===== config.mk =====
export PLATFORM = sky130hd
export DESIGN_NAME = digital_watchdog_downcounter
export DESIGN_NICKNAME = d
export VERILOG_FILES = /design/src/watchdog_pkg.sv /design/src/digital_watchdog_downcounter.sv
export SDC_FILE = /design/constraint.sdc
export NUM_CORES = 1
export LEC_CHECK = 0
export ABC_AREA = 1
export BUFFER_PORTS_ARGS = -buffer_cell sky130_fd_sc_hd__buf_2
export CORE_UTILIZATION = 50
export CTS_CLUSTER_DIAMETER = 200
export DETAILED_ROUTE_END_ITERATION = 10
export GPL_TIMING_DRIVEN = 0
export PLACE_DENSITY_LB_ADDON = 0.15
export SLEW_MARGIN = 20
export SYNTH_ARGS = -nofsm -noshare
export SYNTH_HDL_FRONTEND = slang
export SYNTH_SLANG_ARGS = --single-unit

===== constraint.sdc =====
create_clock -name ref_clk -period 2.7 [get_ports ref_clk]
set_input_delay 0.405 -clock ref_clk [delete_from_list [all_inputs] [get_ports ref_clk]]
set_output_delay 0.405 -clock ref_clk [all_outputs]
set_load 0.05 [all_outputs]

===== src/watchdog_pkg.sv =====
package watchdog_pkg;

  // register location in data space
  localparam logic [7:0] WDOG_ADDR      = 8'hD8;
  localparam logic [7:0] WDOG_RESET_VAL = 8'hFE;
  localparam int         ACT_BIT        = 0;
  localparam int         SOFT_RESET_POS = 1;
  localparam int         PERIOD_LSB_POS = 7;
  localparam int         PERIOD_MSB_POS = 2;
  localparam int         COUNT_WIDTH    = 7;

  // prescaler: divide by 12 then by 256
  localparam int         PRESCALE_A     = 12;
  localparam int         PRESCALE_B     = 256;
  localparam int         TICK_CYCLES    = PRESCALE_A * PRESCALE_B;

  // reset pulse length held on the chip reset output
  localparam int         RESET_HOLD     = 4;

  typedef struct packed {
    logic       write;
    logic       read;
    logic [7:0] addr;
    logic [7:0] wdata;
  } cpu_access_type;

  typedef struct packed {
    logic stopReq;
    logic nmiLevel;
    logic wakeIrq;
    logic wakeNmi;
    logic globalIrqEnable;
  } power_ctrl_type;

endpackage


===== src/digital_watchdog_downcounter.sv =====
// Contract
// - counter decrements; bit 6 falling (0x40 to 0x3F) while armed resets the chip.
// - software option keeps watchdog off until activation bit written one.
// - once active only a chip reset deactivates it.
// - inactive watchdog lets STOP halt the oscillator.
// - hardware option without stop gate: always active, STOP acts as WAIT.
// - stop gate with NMI low: STOP acts as WAIT, counting continues.
// - stop gate with NMI high: STOP freezes counter, enters stop.
// - wake from stop resumes counting from held value.
// - reset value reads 0xFE.
// - writing soft-reset bit zero resets chip immediately.
// - period bits map reversed: bit 7 is LSB, bit 2 MSB.
// - 64 periods from 3072 to 196608 oscillator cycles.
// - hardware option forces activation bit to one.
// - inactive: plain 7-bit timer, soft-reset bit is MSB, no reset; the code still resets the chip on a write with that bit zero.
// - reset never earlier than first reload window after activation.
// - with interrupts disabled NMI does not wake from stop or wait.
// - watchdog reset restarts the device like an external reset.
// - while resetting internally the reset pin is driven low.
`timescale 1ns/1ps
module digital_watchdog_downcounter #(
  parameter bit HW_ACTIVATION = 1'b0,
  parameter bit EXT_STOP_CTRL = 1'b0
) (
  // clock and reset
  input  wire logic                        ref_clk,
  input  wire logic                        rst_n,
  // cpu data-space access
  input  wire watchdog_pkg::cpu_access_type cpuAccess,
  output logic [7:0]                       rdata,
  // power control
  input  wire watchdog_pkg::power_ctrl_type powerCtrl,
  output logic                             oscHalted,
  output logic                             inWait,
  output logic                             inStop,
  // reset outputs
  output logic                             chipResetReq,
  output logic                             resetPinOut,
  output logic                             resetPinOe
);

  typedef enum {RUN, WAIT_MODE, STOP_MODE} power_state_type;

  // reversing the register into the counter and back is its own inverse
  function automatic logic [5:0] reverse6(input logic [5:0] v);
    for (int i = 0; i < 6; i++)
    begin
      reverse6[i] = v[5 - i];
    end
  endfunction

  localparam int PRE_W = $clog2(watchdog_pkg::TICK_CYCLES);
  localparam int HOLD_W = $clog2(watchdog_pkg::RESET_HOLD + 1);

  logic [PRE_W-1:0]                      prescale;
  logic [PRE_W-1:0]                      next_prescale;
  logic [watchdog_pkg::COUNT_WIDTH-1:0]  count;
  logic [watchdog_pkg::COUNT_WIDTH-1:0]  next_count;
  logic                                  active;
  logic                                  next_active;
  power_state_type                       pstate;
  power_state_type                       next_pstate;
  logic [HOLD_W-1:0]                     hold;
  logic [HOLD_W-1:0]                     next_hold;

  logic wrHit;
  logic tick;
  logic frozen;
  logic expire;
  logic softReset;
  logic wake;
  logic [7:0] regView;

  assign wrHit = cpuAccess.write && (cpuAccess.addr == watchdog_pkg::WDOG_ADDR);
  assign frozen = (pstate == STOP_MODE);
  assign tick = !frozen && (prescale == PRE_W'(watchdog_pkg::TICK_CYCLES - 1));
  // expiry only when armed and the count actually runs out
  // bit 6 falling ends the period, so the six period bits give 1 to 64 ticks
  assign expire = active && tick && !wrHit && (count == 7'h40);
  assign softReset = wrHit && !cpuAccess.wdata[watchdog_pkg::SOFT_RESET_POS];
  assign wake = powerCtrl.globalIrqEnable && (powerCtrl.wakeIrq || powerCtrl.wakeNmi);

  // register image: period reversed into bits 7..2, count msb in bit 1
  assign regView = {reverse6(count[5:0]), count[6], active};

  always_comb
  begin
    next_prescale = frozen ? prescale : (tick ? '0 : prescale + 1'b1);
    next_count = count;
    next_active = active | HW_ACTIVATION;
    next_pstate = pstate;
    next_hold = (hold != '0) ? hold - 1'b1 : hold;
    if (wrHit)
    begin
      // load restarts the timeout, prescaler too
      next_count = {cpuAccess.wdata[watchdog_pkg::SOFT_RESET_POS],
                    reverse6(cpuAccess.wdata[7:2])};
      // a fresh load never expires before a full tick has passed
      next_prescale = '0;
      if (cpuAccess.wdata[watchdog_pkg::ACT_BIT])
      begin
        next_active = 1'b1;
      end
    end
    else if (tick)
    begin
      next_count = count - 1'b1;
    end
    case (pstate)
      RUN:
      begin
        if (powerCtrl.stopReq)
        begin
          if (!active)
          begin
            next_pstate = STOP_MODE;
          end
          else if (EXT_STOP_CTRL && powerCtrl.nmiLevel)
          begin
            next_pstate = STOP_MODE;
          end
          else
          begin
            next_pstate = WAIT_MODE;
          end
        end
      end
      WAIT_MODE, STOP_MODE:
      begin
        if (wake)
        begin
          next_pstate = RUN;
        end
      end
      default:
      begin
        next_pstate = RUN;
      end
    endcase
    if (expire || softReset)
    begin
      next_hold = HOLD_W'(watchdog_pkg::RESET_HOLD);
    end
  end

  always_ff @(posedge ref_clk or negedge rst_n)
  begin
    if (!rst_n)
    begin
      prescale <= '0;
      count <= 7'h7F;
      active <= 1'b0;
      pstate <= RUN;
      hold <= '0;
    end
    else
    begin
      prescale <= next_prescale;
      count <= next_count;
      active <= next_active;
      pstate <= next_pstate;
      hold <= next_hold;
    end
  end

  always_ff @(posedge ref_clk or negedge rst_n)
  begin
    if (!rst_n)
    begin
      rdata <= watchdog_pkg::WDOG_RESET_VAL;
    end
    else
    begin
      rdata <= {regView[7:1], regView[0] | HW_ACTIVATION};
    end
  end

  // the chip reset loops back into rst_n; held several cycles so it is seen
  assign chipResetReq = (hold != '0);
  assign resetPinOut = 1'b0;
  assign resetPinOe = !chipResetReq;
  assign oscHalted = (pstate == STOP_MODE);
  assign inStop = (pstate == STOP_MODE);
  assign inWait = (pstate == WAIT_MODE);

  property p_softreset;
    @(posedge ref_clk) disable iff (!rst_n)
      softReset |=> chipResetReq [*4];
  endproperty
  a_softreset: assert property (p_softreset) else $error("soft reset not held");

  property p_expire;
    @(posedge ref_clk) disable iff (!rst_n)
      (active && tick && !wrHit && count == 7'h40) |=> chipResetReq;
  endproperty
  a_expire: assert property (p_expire) else $error("expiry gave no reset");

  property p_noreset_idle;
    @(posedge ref_clk) disable iff (!rst_n)
      (!active && !softReset && hold == '0) |=> !chipResetReq;
  endproperty
  a_noreset_idle: assert property (p_noreset_idle) else $error("reset while inactive");

  property p_sticky;
    @(posedge ref_clk) disable iff (!rst_n)
      active |=> active;
  endproperty
  a_sticky: assert property (p_sticky) else $error("watchdog deactivated");

  property p_arm;
    @(posedge ref_clk) disable iff (!rst_n)
      (wrHit && cpuAccess.wdata[0]) |=> active;
  endproperty
  a_arm: assert property (p_arm) else $error("activation write ignored");

  property p_load;
    @(posedge ref_clk) disable iff (!rst_n)
      wrHit |=> count == {$past(cpuAccess.wdata[1]), reverse6($past(cpuAccess.wdata[7:2]))};
  endproperty
  a_load: assert property (p_load) else $error("write did not load counter");

  property p_freeze;
    @(posedge ref_clk) disable iff (!rst_n)
      (frozen && !wrHit) |=> $stable(count);
  endproperty
  a_freeze: assert property (p_freeze) else $error("counter moved in stop");

  property p_wait;
    @(posedge ref_clk) disable iff (!rst_n)
      (pstate == RUN && powerCtrl.stopReq && active && !(EXT_STOP_CTRL && powerCtrl.nmiLevel))
      |=> inWait && !oscHalted;
  endproperty
  a_wait: assert property (p_wait) else $error("stop not taken as wait");

  property p_nowake;
    @(posedge ref_clk) disable iff (!rst_n)
      (pstate != RUN && !powerCtrl.globalIrqEnable) |=> pstate != RUN;
  endproperty
  a_nowake: assert property (p_nowake) else $error("woke with interrupts off");

  property p_pin;
    @(posedge ref_clk) disable iff (!rst_n)
      chipResetReq |-> !resetPinOe && !resetPinOut;
  endproperty
  a_pin: assert property (p_pin) else $error("reset pin not driven low");

  property p_pin_idle;
    @(posedge ref_clk) disable iff (!rst_n)
      !chipResetReq |-> resetPinOe;
  endproperty
  a_pin_idle: assert property (p_pin_idle) else $error("reset pin driven while idle");

  property p_stop_off;
    @(posedge ref_clk) disable iff (!rst_n)
      (pstate == RUN && powerCtrl.stopReq && !active) |=> inStop && oscHalted;
  endproperty
  a_stop_off: assert property (p_stop_off) else $error("stop not entered while inactive");

  property p_stop_gate;
    @(posedge ref_clk) disable iff (!rst_n)
      (pstate == RUN && powerCtrl.stopReq && active && EXT_STOP_CTRL && powerCtrl.nmiLevel)
      |=> inStop;
  endproperty
  a_stop_gate: assert property (p_stop_gate) else $error("gated stop not entered");

  property p_wake;
    @(posedge ref_clk) disable iff (!rst_n)
      (pstate != RUN && wake) |=> pstate == RUN;
  endproperty
  a_wake: assert property (p_wake) else $error("enabled wake ignored");

  property p_tick;
    @(posedge ref_clk) disable iff (!rst_n)
      (tick && !wrHit) |=> count == $past(count) - 7'h01;
  endproperty
  a_tick: assert property (p_tick) else $error("tick did not decrement");

  property p_hw_bit;
    @(posedge ref_clk) disable iff (!rst_n)
      HW_ACTIVATION |=> rdata[0];
  endproperty
  a_hw_bit: assert property (p_hw_bit) else $error("activation bit not forced");

  property p_hw_active;
    @(posedge ref_clk) disable iff (!rst_n)
      HW_ACTIVATION |=> active;
  endproperty
  a_hw_active: assert property (p_hw_active) else $error("hardware option not active");

  property p_noreset_run;
    @(posedge ref_clk) disable iff (!rst_n)
      (!expire && !softReset && hold == '0) |=> !chipResetReq;
  endproperty
  a_noreset_run: assert property (p_noreset_run) else $error("reset without cause");

  property p_reload_prescale;
    @(posedge ref_clk) disable iff (!rst_n)
      wrHit |=> prescale == '0;
  endproperty
  a_reload_prescale: assert property (p_reload_prescale) else $error("load kept prescaler");

  property p_soft_pin;
    @(posedge ref_clk) disable iff (!rst_n)
      softReset |=> !resetPinOe;
  endproperty
  a_soft_pin: assert property (p_soft_pin) else $error("soft reset left pin free");

endmodule


* Yosys cells after proc, flatten, opt, wreduce, memory -nomap -nowiden
Cells that the tools add are included. Widths: inputs -> output; s select.
Word-level totals: latch bits 0, flip-flop bits (word level) 63, input port bits 25, ROM bits 0, logic and storage cells 50, memory bits (writable) 0, output and inout port bits 14, memories kept 0
Operators by class: $mul 0, add/sub/neg operators 3, bitwise operators 0, $lt $le $gt $ge 0, shifts and indexed selects 0, multiplexer cells 11, divide/modulo/power cells 0, reduce and logical (&&, ||, !) cells 20, equal/unequal tests 10
Operators by type and width (number):
- $eq 32x2->1 const B | 2
- $mux 32 | 2
- $pmux 32 s2 | 1
- $mux 12 | 3
- $eq 32x1->1 const B | 1
- $eq 32x3->1 const B | 1
- $logic_not 32->1 | 1
- $mux 7 | 2
- $add 12x1->12 const B | 1
- $eq 12x12->1 const B | 1
- $eq 8x8->1 const B | 1
- $eq 7x7->1 const B | 1
- $logic_and 1x1->1 | 7
- $sub 7x1->7 const B | 1
- $mux 3 | 2
- $ne 2x2->1 const B | 3
- $logic_not 1->1 | 4
- $reduce_and 2->1 | 2
- $reduce_bool 2->1 | 2
- $reduce_bool 3->1 | 1
- $sub 3x1->3 const B | 1
- $logic_or 1x1->1 | 2
- $mux 2 | 1
- $reduce_or 2->1 | 1

* Depth between registers and ports, before layout
word-level depth 8, gate-level depth with buffers 9

* Worst setup path after synthesis
Ideal clock, no wire load.
path type register -> register, from register pstate[0], to register prescale[11], buffers on the path 1, path slack 0.830 ns, stages on the path, launching flop included 10, arrival time 1.799 ns, cells stage by stage dfrtp_1 inv_1 ha_1 inv_1 nand4_1 nor2_4 nor2_4 buf_6 nand2_1 nor2_1
On the way: word-level cells in the longest chain between the ends 6, elaborated cells on any way between the ends 7, classes of those cells 2 x eq/ne; 3 x mux; 2 x reduce/logical
RTL lines:
- start: declaration | RTL line digital_watchdog_downcounter.sv:61 | power_state_type pstate;
- start signal: assignment | RTL line digital_watchdog_downcounter.sv:161 | pstate <= next_pstate;
- $eq 32x3->1 *
- via inStop | RTL line digital_watchdog_downcounter.sv:35 | output logic inStop,
- $logic_not 1->1 | RTL line digital_watchdog_downcounter.sv:76 | assign tick = !frozen && (prescale == PRE_W'(watchdog_pkg::TICK_CYCLES - 1));
- $logic_and 1x1->1 | RTL line digital_watchdog_downcounter.sv:76
- $mux 12 (2 in series) | RTL line digital_watchdog_downcounter.sv:88 | next_prescale = frozen ? prescale : (tick ? '0 : prescale + 1'b1);
- $mux 12 | RTL line digital_watchdog_downcounter.sv:93 | if (wrHit)
- end signal: assignment | RTL line digital_watchdog_downcounter.sv:158 | prescale <= next_prescale;
- end: declaration | RTL line digital_watchdog_downcounter.sv:55 | logic [PRE_W-1:0] prescale;
Mark *: on every way through the listed nets, which the timed path passes. The rest lies on a longest branch. The select of a mux whose other input is x is not followed. A chain may end at the register's enable or synchronous reset.

* Worst setup path after layout
from register pstate[0], to output oscHalted
On the way: word-level cells in the longest chain between the ends 1
RTL lines:
- $eq 32x3->1 | RTL line digital_watchdog_downcounter.sv:182 | assign oscHalted = (pstate == STOP_MODE);
- end: declaration | RTL line digital_watchdog_downcounter.sv:33 | output logic oscHalted,
Every way passes these cells.

==> impl_results.md <==
- Initial antenna violation count: 0
- VDD IR-drop max: roughly 400 uV
- YS warnings: 0
- Max-slew violations: 0
- Post-DP HPWL: 2837 um
- DIE AREA: about 4000 um2
- Max Buffers Root-to-Sink: 2
- Final WL: about 3800 um
- Number of fill cells in the layout: between 300 and 400
- Period utilisation layout: 0.6793
- DRT Pass-1 Iters: 4
- Worst-path cell with the longest stage delay: dfrtp_1
- First-pass GRT wire length: between 6000 and 7000 um
- WHS: ~170 ps
- Leak pwr: approximately 1.2 nW
- Pwr Total: ~0.0016 W
- FMAX: approximately 550 MHz
- Finished Cell Area: 2183 um2
- Final nets: 314
- DRC viols: 0
- Die width: roughly 63 um
- Synth Cell Area: ~1900 um2
- Sw power: ~0.00063 W
- Distinct cell type count after synthesis: 26
- Status: completed
- Post-synth top area cell: dfrtp_1
- CTS Hold Bufs: 0
- CTS tree: yes
- Clk root buf: clkbuf_8
- Num CTS Buffers: 5
- Synthesized instance count: roughly 240
- Hold Path Class: primary input to asynchronous set/reset pin
- Routed WL per cell: 11.53 um
- Worst setup path class: flip-flop to output pin
- Synthesized area per cell: a little under 8 um2
- Yosys top cell area share: 0.2545
- Port buffer count: 35
- H-tree lvl count: 2
- Number of setup buffers added after CTS: 0
- Int Power: just under 0.001 W
- Max incr delay on CP: 400 ps
- Placement Rows: 21
- Synth area leaders: dfrtp_1 25%, dfstp_2 20%, nand2_1 14%
- Initial Utilization: 0.5386
- Share of cells above drive strength 1: 0.2553
- Worst-Skew Late Latency: 280 ps
- I/O pins: 39
- Endpoint class of the critical path: output pin
- Post-synthesis sequential area ratio: 0.4514
- Measured slew at the worst slew-check pin: around 720 ps
- Final setup violation count: 0
- Clock sink count: 33
- Final hold viol count: 0
- DRT antenna net count: 0
- Pwr Density: between 700 and 800 nW/um2
- Slew headroom: 0.5211
- Most instantiated library cell after synthesis: nand2_1
- Fin Setup TNS: 0 ps
- Core area: 3468 um2
- Synth cell count leaders: 71 x nand2_1, 29 x inv_1, 28 x nor2_1
- Pre-CTS setup slack: roughly 990 ps
- Die H: approximately 63 um
- Largest net degree at the start of global routing: 34
- Via/cell ratio: ~5
- RSZ-0062 raised after global routing: no
- Final worst slack: about 870 ps
- GPL Wtd Cong: ~0.88
- Max Cap Viol: 0
- CP required: about 2300 ps
- Startpoint Class: flip-flop
- Syn Nets: around 270
- Post-cts resize count: 0
- Sequential Power Share: 0.435
- Post-synth EDFFs: 0
- CP arrival: 1430 ps
- Final Skew: 3.503 ps
- Total Routing Usage GR: 0.2141
- Ys async rst share: 1.000
- DR iter-0 viols: 77
- Combinational Power Share: 0.347
- Critical Path, Cell by Cell: inv_1, ha_1, buf_4, buf_2
- Switching Share: 0.3909
- Multi-input gate area: 865.8 um2
- Min Clock Period, post-route: approximately 1800 ps
- Flops & latches, synth: 33
- Clk pwr share: 0.218
- Post-Place Cell Area: approximately 2100 um2
- Top_reg_cell synth: dfrtp_1
- Total grt overflow: 0
- Vias: roughly 1.6k
- Register area: roughly 840 um2
- CP Max Fanout: 6
- Vias in the first global route: 1474
- CTS clk-pin slew, worst paths: ~60 ps
- ANT cells: 0
- Area grow syn2layout: 16.88%
## per-layer routing
layer / track usage / vias up / share of wire
met4: 0.07849 / 0 / 0.014
li1: - / 833 / -
met5: 0 / - / 0
met2: 0.3280 / 53 / 0.43
met3: 0.04529 / 5 / 0.053
met1: 0.2969 / 745 / 0.50
## cell families (layout without fill, tap and decap cells)
kind of cell | count (synthesis) | after routing | share of synthesized area
compound gates | 21 | 21 | 0.06028
xor+xnor | 6 | 6 | 0.02813
fa+ha+maj | 8 | 8 | 0.05359
buf+inv | 36 | 79 | 0.08506
flops | 33 | 33 | 0.4514
other cells | 1 | 1 | 0.002007
simple gates | 134 | 134 | 0.3195
## power by group through the flow
stage               Sequential, W  Clock, W  Combinational [W]
CTS                      0.000702  0.000363           0.000566
floorplan                0.000697         0           0.000444
global placement         0.000705         0           0.000544
detailed placement       0.000710         0           0.000563
finish                   0.000703  0.000352           0.000561
global route             0.000719  0.000383           0.000638
## cells in the final DEF (no fill, tap or decap), drive strengths merged, types with 2 or more instances in the layout
cell type   n
a21oi       4
buf        40
clkbuf      6
clkinv      2
dfrtp      19
dfstp      14
ha          8
inv        31
nand2      72
nand3      17
nand3b      2
nand4       7
nor2       31
nor3        4
o21ai      14
o31ai       3
xor2        6
## worst max-delay path: cells and delay by family, from the launching register on
kind / cells / cell delay (ps)
buffers and inverters: 3 / 460
DFF: 1 / 400
adders and majority gates: 1 / 280
## final cells by class
class,instances,area share
Sequential cell,33,0.3862
Inverter,31,0.05330
Tap cell,46,0.02636
Clock buffer,6,0.03324
Buffer,5,0.01948
Clock inverter,2,0.004585
Multi-Input combinational cell,170,0.3966
Timing Repair Buffer,35,0.08023
## sequential cells by signal, summed over array words and instances, names as in the netlist
register  count
hold          3
active        1
rdata         8
prescale     12
count         7
pstate        2
## final timing paths
path | from | end | slack [ps] | cells past startpoint
min in group ref_clk | cpuAccess[0] | active | 340 | 3
setup / recovery | pstate[0] | oscHalted | 870 | 4
hold / removal | rst_n | prescale[8] | 170 | 1
hold reg to reg | count[0] | rdata[7] | 370 | 0
max in group asynchronous | rst_n | hold[1] | 2060 | 1
setup reg to reg | pstate[0] | count[0] | 970 | 9
## stage by stage
step / utilization / instances
after floorplan: - / 239
after global placement: 0.6057 / 320
after detailed placement: 0.6057 / 320
after CTS: 0.6295 / 328
after global routing: 0.6295 / 328
final: 0.6295 / 328
(Power assumes the default switching activity.)
